File: src/clock_gate_regs.vh
// Register offsets, field positions and reset values of the clock gate and reset slice
`ifndef CLOCK_GATE_REGS_VH
`define CLOCK_GATE_REGS_VH

// ----------------------------------------------------------------
// Register byte offsets
// ----------------------------------------------------------------
`define OFS_RESET_CONTROL_ZERO  12'h040
`define OFS_CAPABILITY_ONE      12'h010
`define OFS_RUN_CLOCK_CONFIG    12'h060
`define OFS_RUN_PORT_GATE       12'h108
`define OFS_SLEEP_PORT_GATE     12'h118
`define OFS_DEEP_PORT_GATE      12'h128
`define OFS_POWER_STATE         12'h200
`define OFS_IRQ_STATUS          12'h204
`define OFS_IRQ_MASK            12'h208

// ----------------------------------------------------------------
// Field layout
// ----------------------------------------------------------------
`define PORT_GATE_WIDTH         5
`define PORT_GATE_MASK          32'h0000_001F
`define RESET_WATCHDOG_BIT      3
`define RESET_ADC_BIT           16
`define RESET_ZERO_MASK         32'h0001_0008
`define AUTO_GATE_BIT           27
`define CAPABILITY_RESET        32'h0001_0008

// ----------------------------------------------------------------
// Power states and reset values
// ----------------------------------------------------------------
`define PWR_RUN                 2'h0
`define PWR_SLEEP               2'h1
`define PWR_DEEP                2'h2
`define REG_RESET               32'h0000_0000

// ----------------------------------------------------------------
// Interrupt status bits
// ----------------------------------------------------------------
`define IRQ_FAULT_BIT           0
`define IRQ_BAD_ADDR_BIT        1
`define IRQ_WIDTH               2
`endif

File: src/fault_check.v
// Flags peripheral accesses to ports whose clock is stopped
`timescale 1ns/100ps

module fault_check (
  input  wire       periph_req,
  input  wire [2:0] periph_sel,
  input  wire [4:0] active_gate,
  output reg        periph_fault,
  output reg        periph_ok
);

  // Gated port or unknown index gives a fault
  always @* begin
    periph_fault = 1'b0;
    periph_ok    = 1'b0;
    if (periph_req) begin
      if (periph_sel < 3'h5 && active_gate[periph_sel]) begin
        periph_ok = 1'b1;
      end else begin
        periph_fault = 1'b1;
      end
    end
  end

endmodule // fault_check

File: src/gate_select.v
// Chooses the active port clock enables from the power state
`timescale 1ns/100ps
`include "clock_gate_regs.vh"

module gate_select (
  input  wire [1:0] power_state,
  input  wire       auto_gate,
  input  wire [4:0] run_gate,
  input  wire [4:0] sleep_gate,
  input  wire [4:0] deep_gate,
  output reg  [4:0] active_gate
);

  // Sleep sets apply only with auto gating on
  always @* begin
    active_gate = run_gate;
    if (auto_gate) begin
      case (power_state)
        `PWR_SLEEP: active_gate = sleep_gate;
        `PWR_DEEP:  active_gate = deep_gate;
        default:    active_gate = run_gate;
      endcase
    end
  end

endmodule // gate_select

File: src/peripheral_clock_gate_reset.v
// Port clock gating, software reset control and Wishbone register slave
//
// Functional notes
// - Each deep-sleep gate bit is a clock enable for one port.
// - Access to a port with its clock stopped answers with a bus fault.
// - All gating bits are zero after reset; ports start unclocked.
// - Run, sleep or deep-sleep gate set chosen by power state.
// - Sleep and deep-sleep sets apply only with auto gating set.
// - Deep-sleep bits 0 to 4 gate ports A to E, read-write.
// - Deep-sleep bits 31:5 read as zero and ignore writes.
// - Writes to reset control zero are masked by capability mask one.
// - Bit 16 of reset control zero resets converter module 0.
// - Bit 3 of reset control zero resets the watchdog.
// - Reset control zero resets to zero; other bits read zero.
`timescale 1ns/100ps
`include "clock_gate_regs.vh"

module peripheral_clock_gate_reset (
  input  wire        clk,
  input  wire        nrst,
  // Wishbone slave
  input  wire        wb_cyc_i,
  input  wire        wb_stb_i,
  input  wire        wb_we_i,
  input  wire [11:0] wb_adr_i,
  input  wire [3:0]  wb_sel_i,
  input  wire [31:0] wb_dat_i,
  output reg  [31:0] wb_dat_o,
  output reg         wb_ack_o,
  output reg         wb_err_o,
  // Peripheral access check
  input  wire        periph_req,
  input  wire [2:0]  periph_sel,
  output reg         periph_ack,
  output reg         periph_err,
  // Port clock enables and unit resets
  output reg  [4:0]  port_clk_en,
  output reg         watchdog_rst,
  output reg         adc0_rst,
  output reg         irq
);

  // ----------------------------------------------------------------
  // Registers
  // ----------------------------------------------------------------
  reg  [31:0] reset_control_zero_q;
  reg  [31:0] capability_mask_one_q;
  reg         auto_clock_gate_select_q;
  reg  [4:0]  run_port_clock_gate_q;
  reg  [4:0]  sleep_port_clock_gate_q;
  reg  [4:0]  deep_sleep_port_clock_gate_q;
  reg  [1:0]  power_state_q;
  reg  [1:0]  irq_status_q;
  reg  [1:0]  irq_mask_q;
  reg  [31:0] rd_data;
  reg         addr_hit;
  wire [4:0]  active_gate;
  wire        fault_now;
  wire        ok_now;
  wire        bus_req;
  wire        bus_wr;
  wire        bus_rd;
  wire [31:0] lane_mask;
  reg  [1:0]  irq_set;
  // Per-register write strobes
  wire        wr_reset_zero;
  wire        wr_capability;
  wire        wr_run_config;
  wire        wr_run_gate;
  wire        wr_sleep_gate;
  wire        wr_deep_gate;
  wire        wr_power;
  wire        wr_irq_mask;
  wire        rd_irq_status;

  // Byte enables to a bit mask
  function [31:0] sel_mask;
    input [3:0] sel;
    begin
      sel_mask = {{8{sel[3]}}, {8{sel[2]}}, {8{sel[1]}}, {8{sel[0]}}};
    end
  endfunction

  // Merge write data into old value under byte lanes
  function [31:0] merge;
    input [31:0] old_val;
    input [31:0] new_val;
    input [31:0] mask;
    begin
      merge = (old_val & ~mask) | (new_val & mask);
    end
  endfunction

  // ----------------------------------------------------------------
  // Bus decode
  // ----------------------------------------------------------------
  // One request per cycle, ack gap enforced by ack and error
  assign bus_req   = wb_cyc_i & wb_stb_i & ~wb_ack_o & ~wb_err_o;
  assign bus_wr    = bus_req & wb_we_i & addr_hit;
  assign bus_rd    = bus_req & ~wb_we_i & addr_hit;
  assign lane_mask = sel_mask(wb_sel_i);

  // Read mux and address hit
  always @* begin
    rd_data  = `REG_RESET;
    addr_hit = 1'b1;
    case (wb_adr_i)
      `OFS_RESET_CONTROL_ZERO: rd_data = reset_control_zero_q & `RESET_ZERO_MASK;
      `OFS_CAPABILITY_ONE:     rd_data = capability_mask_one_q;
      `OFS_RUN_CLOCK_CONFIG:   rd_data[`AUTO_GATE_BIT] = auto_clock_gate_select_q;
      `OFS_RUN_PORT_GATE:      rd_data[4:0] = run_port_clock_gate_q;
      `OFS_SLEEP_PORT_GATE:    rd_data[4:0] = sleep_port_clock_gate_q;
      `OFS_DEEP_PORT_GATE:     rd_data[4:0] = deep_sleep_port_clock_gate_q;
      `OFS_POWER_STATE:        rd_data[1:0] = power_state_q;
      `OFS_IRQ_STATUS:         rd_data[1:0] = irq_status_q;
      `OFS_IRQ_MASK:           rd_data[1:0] = irq_mask_q;
      default:                 addr_hit = 1'b0;
    endcase
  end

  // ----------------------------------------------------------------
  // Gate selection and peripheral fault check
  // ----------------------------------------------------------------
  gate_select u_gate_select (
    .power_state (power_state_q),
    .auto_gate   (auto_clock_gate_select_q),
    .run_gate    (run_port_clock_gate_q),
    .sleep_gate  (sleep_port_clock_gate_q),
    .deep_gate   (deep_sleep_port_clock_gate_q),
    .active_gate (active_gate)
  );

  fault_check u_fault_check (
    .periph_req   (periph_req),
    .periph_sel   (periph_sel),
    .active_gate  (active_gate),
    .periph_fault (fault_now),
    .periph_ok    (ok_now)
  );

  // ----------------------------------------------------------------
  // Register writes
  // ----------------------------------------------------------------
  // Write strobes, narrow fields need the lane that holds them
  assign wr_reset_zero = bus_wr & (wb_adr_i == `OFS_RESET_CONTROL_ZERO);
  assign wr_capability = bus_wr & (wb_adr_i == `OFS_CAPABILITY_ONE);
  assign wr_run_config = bus_wr & (wb_adr_i == `OFS_RUN_CLOCK_CONFIG) & wb_sel_i[3];
  assign wr_run_gate   = bus_wr & (wb_adr_i == `OFS_RUN_PORT_GATE) & wb_sel_i[0];
  assign wr_sleep_gate = bus_wr & (wb_adr_i == `OFS_SLEEP_PORT_GATE) & wb_sel_i[0];
  assign wr_deep_gate  = bus_wr & (wb_adr_i == `OFS_DEEP_PORT_GATE) & wb_sel_i[0];
  assign wr_power      = bus_wr & (wb_adr_i == `OFS_POWER_STATE) & wb_sel_i[0];
  assign wr_irq_mask   = bus_wr & (wb_adr_i == `OFS_IRQ_MASK) & wb_sel_i[0];
  assign rd_irq_status = bus_rd & (wb_adr_i == `OFS_IRQ_STATUS);

  // Reset control zero, capability mask limits settable bits
  always @(posedge clk or negedge nrst) begin
    if (!nrst) begin
      reset_control_zero_q <= `REG_RESET;
    end else if (wr_reset_zero) begin
      reset_control_zero_q <= merge(reset_control_zero_q, wb_dat_i, lane_mask) &
                              capability_mask_one_q & `RESET_ZERO_MASK;
    end
  end

  // Capability mask one, byte-lane writable
  always @(posedge clk or negedge nrst) begin
    if (!nrst) begin
      capability_mask_one_q <= `CAPABILITY_RESET;
    end else if (wr_capability) begin
      capability_mask_one_q <= merge(capability_mask_one_q, wb_dat_i, lane_mask);
    end
  end

  // Auto clock gate select bit of run clock config
  always @(posedge clk or negedge nrst) begin
    if (!nrst) begin
      auto_clock_gate_select_q <= 1'b0;
    end else if (wr_run_config) begin
      auto_clock_gate_select_q <= wb_dat_i[`AUTO_GATE_BIT];
    end
  end

  // Port gate sets, all ports unclocked from reset
  always @(posedge clk or negedge nrst) begin
    if (!nrst) begin
      run_port_clock_gate_q        <= 5'h0;
      sleep_port_clock_gate_q      <= 5'h0;
      deep_sleep_port_clock_gate_q <= 5'h0;
    end else begin
      if (wr_run_gate) begin
        run_port_clock_gate_q <= wb_dat_i[4:0];
      end
      if (wr_sleep_gate) begin
        sleep_port_clock_gate_q <= wb_dat_i[4:0];
      end
      if (wr_deep_gate) begin
        deep_sleep_port_clock_gate_q <= wb_dat_i[4:0];
      end
    end
  end

  // Power state select
  always @(posedge clk or negedge nrst) begin
    if (!nrst) begin
      power_state_q <= `PWR_RUN;
    end else if (wr_power) begin
      power_state_q <= wb_dat_i[1:0];
    end
  end

  // Interrupt mask
  always @(posedge clk or negedge nrst) begin
    if (!nrst) begin
      irq_mask_q <= 2'h0;
    end else if (wr_irq_mask) begin
      irq_mask_q <= wb_dat_i[1:0];
    end
  end

  // ----------------------------------------------------------------
  // Interrupt status
  // ----------------------------------------------------------------
  // Events: peripheral fault, unmapped bus address
  always @* begin
    irq_set = 2'h0;
    irq_set[`IRQ_FAULT_BIT]    = fault_now;
    irq_set[`IRQ_BAD_ADDR_BIT] = bus_req & ~addr_hit;
  end

  // Read clears, a new event in the same cycle wins
  always @(posedge clk or negedge nrst) begin
    if (!nrst) begin
      irq_status_q <= 2'h0;
    end else if (rd_irq_status) begin
      irq_status_q <= irq_set;
    end else begin
      irq_status_q <= irq_status_q | irq_set;
    end
  end

  // ----------------------------------------------------------------
  // Bus answers and unit outputs
  // ----------------------------------------------------------------
  // One-cycle ack or error, unmapped address gives error
  always @(posedge clk or negedge nrst) begin
    if (!nrst) begin
      wb_ack_o <= 1'b0;
      wb_err_o <= 1'b0;
    end else begin
      wb_ack_o <= bus_req & addr_hit;
      wb_err_o <= bus_req & ~addr_hit;
    end
  end

  // Read data stands with ack only, zero otherwise
  always @(posedge clk or negedge nrst) begin
    if (!nrst) begin
      wb_dat_o <= `REG_RESET;
    end else begin
      wb_dat_o <= bus_rd ? rd_data : `REG_RESET;
    end
  end

  // Peripheral answer: fault when its clock is off
  always @(posedge clk or negedge nrst) begin
    if (!nrst) begin
      periph_ack <= 1'b0;
      periph_err <= 1'b0;
    end else begin
      periph_ack <= ok_now;
      periph_err <= fault_now;
    end
  end

  // Port clock enables follow the active gate set
  always @(posedge clk or negedge nrst) begin
    if (!nrst) begin
      port_clk_en <= 5'h0;
    end else begin
      port_clk_en <= active_gate;
    end
  end

  // Unit resets held while their bit is set
  always @(posedge clk or negedge nrst) begin
    if (!nrst) begin
      watchdog_rst <= 1'b0;
      adc0_rst     <= 1'b0;
    end else begin
      watchdog_rst <= reset_control_zero_q[`RESET_WATCHDOG_BIT];
      adc0_rst     <= reset_control_zero_q[`RESET_ADC_BIT];
    end
  end

  // Level interrupt from unmasked status bits
  always @(posedge clk or negedge nrst) begin
    if (!nrst) begin
      irq <= 1'b0;
    end else begin
      irq <= |(irq_status_q & irq_mask_q);
    end
  end

endmodule // peripheral_clock_gate_reset

File: config.mk
export PLATFORM = sky130hd
export DESIGN_NAME = peripheral_clock_gate_reset
export DESIGN_NICKNAME = d
export VERILOG_FILES = /design/src/fault_check.v /design/src/gate_select.v /design/src/peripheral_clock_gate_reset.v
export VERILOG_INCLUDE_DIRS = /design/src
export SDC_FILE = /design/constraint.sdc
export NUM_CORES = 1
export LEC_CHECK = 0
export BUFFER_PORTS_ARGS = -buffer_cell sky130_fd_sc_hd__buf_2
export CORE_UTILIZATION = 48
export DETAILED_ROUTE_END_ITERATION = 6
export GPL_TIMING_DRIVEN = 0
export PLACE_DENSITY = 0.86
export SLEW_MARGIN = 0
export SYNTH_ARGS = -nofsm -noshare
export SYNTH_HDL_FRONTEND = slang
export SYNTH_SLANG_ARGS = --single-unit
File: constraint.sdc
create_clock -name clk -period 2 [get_ports clk]
set_input_delay 0.1 -clock clk [delete_from_list [all_inputs] [get_ports clk]]
set_output_delay 0.1 -clock clk [all_outputs]
set_load 0.005 [all_outputs]
==> flow_metrics.py <==
metrics = {
    "floorplanning": {
        "ios": 101,
        "die_w_microns": 96.2,
        "dieHeight_microns": 96.2,
        "start_util_pct": 50.8,
        "core.rowCount": 33,
        "dieArea_sq_mm": 0.00925,
        "design.core.area_sq_mm": 0.00838,
    },
    "route": {
        "route.detailed.drc": 0,
        "drtIter0Drc": 193,
        "wl_per_cell_microns": 17.1,
        "drt-pass1-iter-count": 5,
        "drt-total-wl_microns": 9670,
        "ant_nets": 0,
        "via_count": 2994,
        "viasPerCell": 5.30,
    },
    "cts": {
        "clock-sinks": 100,
        "cts_htree_levels": 3,
        "clkSlewWorstSetupHoldPaths_ns": 0.10,
        "clkLatencyLatePin_ns": 0.37,
        "cts_tree": "yes",
        "clk_path_buf_depth": 2,
        "cts_root_buf": "clkbuf_8",
        "cts_buffers": 9,
    },
    "final_layout": {
        "area_growth_pct": 28.8,
        "drive_above_1_share_pct": 43.7,
        "final_cell_mix": "dfrtp_1 (98), buf_2 (98), and2_1 (29), mux2_2 (29), dlygate4sd3_1 (29)",
        "n_antenna_cell": 0,
        "nets": 514,
    },
    "grt": {
        "use_met3_pct": 4.58,
        "grt_pass1_wl_microns": 15300,
        "use_met1_pct": 28.3,
        "grt_usage_pct": 22.5,
        "grt_start_max_net_pins": 66,
        "grt_antenna_before_repair": 0,
        "busiest_layer": "met2",
        "met2_usage_pct": 37.7,
        "grt_pass1_vias": 3160,
        "grt_overflow_total": 0,
    },
    "worst_setup_path": {
        "crit_type": "reg -> reg",
        "path_delay_family": "multiplexers",
        "cp_num_buf_inv": 1,
        "path_cells": "inv_2 -> ha_4 -> nor2b_4 -> mux2_4 -> mux2_4 -> a21o_1 -> and2_1",
        "critical_path_arrival_ns": 2.25,
        "critPathLaunchType": "register",
        "cpPeakStageDelay_ns": 0.40,
        "crit_fanout": 3,
        "cp-end-kind": "register",
        "crit_top_cell": "mux2_4",
        "crit_required_ns": 2.27,
        "slowest_stage": "dfrtp_1",
    },
    "flow_run": {
        "drv_cap": 0,
    },
    "synthesis": {
        "netlist_area_sq_mm": 0.00426,
        "synth-seq-cells": 100,
        "synth-edff-count": 0,
        "syn_area_per_cell_sq_um": 13.7,
        "yosys_warnings": 0,
        "synth_top_flop_cell": "dfrtp_1",
        "synth_cell_type_count": 41,
        "synth_async_sr_flop_share_pct": 100,
        "synth-seq-area-share_pct": 58.8,
        "synth_cells": 311,
        "syn_nets": 370,
    },
    "place": {
        "post-place-ws_ns": -0.154,
        "hpwl_microns": 6620,
        "gp_congestion": 0.846,
        "placement.io_buffers": 99,
    },
    "sta": {
        "skew_ns": 0.00971,
        "post-route-period-util_pct": 99.2,
        "timing.final.ws_setup_ns": 0.0162,
        "relSlewSlack_pct": 55.0,
        "period_needed_ns": 1.98,
        "finalSetupViolations": 0,
        "worstMarginPinSlew_ns": 0.669,
        "slew_violations": 0,
        "rsz0062_at_grt": "true",
        "clock.fmax_mhz": 504,
        "hold_viol": 0,
    },
    "status": {
        "status": "complete, no violations",
    },
    "min_path": {
        "hold_path.class": "in -> reg",
    },
    "power_and_ir_drop": {
        "peakVddDrop_uv": 406,
        "cellLeakagePower_uw": 0.00282,
        "design_power_total_uw": 3430,
        "power.density_mw_per_mm2": 625,
    },
}
## report_power, final
part / internal [uW] / leakage (uW) / switching, uW
Clock: 466 / 0.0000848 / 719
Sequential: 2020 / 0.00137 / 1.02
Combinational: 101 / 0.00137 / 119
Total: 2590 / 0.00282 / 839
## cell families after synthesis
logic type,synth area share (%)
AOI/OAI and AO/OA,7.11
adders and majority gates,0.588
and+or+nand+nor,14.1
muxes,17.5
DFF,58.8
buffers and inverters,1.94
## synth_stat cells, types with 7 or more instances
| master | number | area (sq um) |
|---|---|---|
| nand2_1 | 15 | 56.3 |
| nor2_1 | 10 | 37.5 |
| o21ai_0 | 8 | 40.0 |
| mux2_2 | 32 | 360 |
| nand3_1 | 7 | 35.0 |
| inv_1 | 14 | 52.6 |
| and2_1 | 29 | 181 |
| mux2_4 | 24 | 360 |
| a22oi_1 | 7 | 52.6 |
| dfrtp_1 | 98 | 2450 |
## per-layer routing
metal | vias up | wire [microns]
met4 | 0 | 164
met2 | 131 | 4730
li1 | 1400 | -
met1 | 1448 | 4080
met3 | 15 | 693
met5 | - | 0
## metrics by stage
stage          hold WS, ns  area [sq um]  setup TNS (ns)  util, %  std cells
2_1_floorplan       -0.196          4260               0        -        311
3_5_place_dp        0.0852          4910           -2.22     58.6        516
4_1_cts            0.00254          5460               0     65.1        564
3_3_place_gp         0.324          4880          -11.47     58.3        515
6_report            0.0143          5480               0     65.4        565
5_1_grt             0.0112          5480         -0.0682     65.4        565
## cell type report
class | count | area, sq um
fill | 622 | 2900
sequential | 100 | 2500
multi-input combinational | 190 | 1730
timing repair buffer | 134 | 857
tap | 105 | 131
clock buffer | 10 | 128
inverter | 14 | 52.6
clock inverter | 6 | 48.8
buffer | 6 | 28.8
## final timing paths
check / start / slack (ns) / cells past startpoint / endpoint
max in group asynchronous: nrst / 1.06 / 3 / async pin
setup / recovery: power_state_q[0] / 0.02 / 7 / periph_ack
min in group asynchronous: nrst / 0.22 / 2 / wb_dat_o[29]
hold reg to reg: reset_control_zero_q[16] / 0.45 / 0 / adc0_rst
setup reg to reg: power_state_q[0] / 0.02 / 7 / periph_ack
hold / removal: wb_dat_i[4] / 0.01 / 2 / run_port_clock_gate_q[4]
## repair_timing
| item | in CTS | in global routing |
|---|---|---|
| buffers inserted | 3 | 2 |
| setup endpoints to repair | 23 | 44 |
| pin swaps | 2 | 4 |
| gates resized for setup | 12 | 10 |
| hold buffers | 29 | 0 |
| endpoints found under the hold margin | 66 | 0 |
No activity file was read; power rests on OpenSTA's default activity.
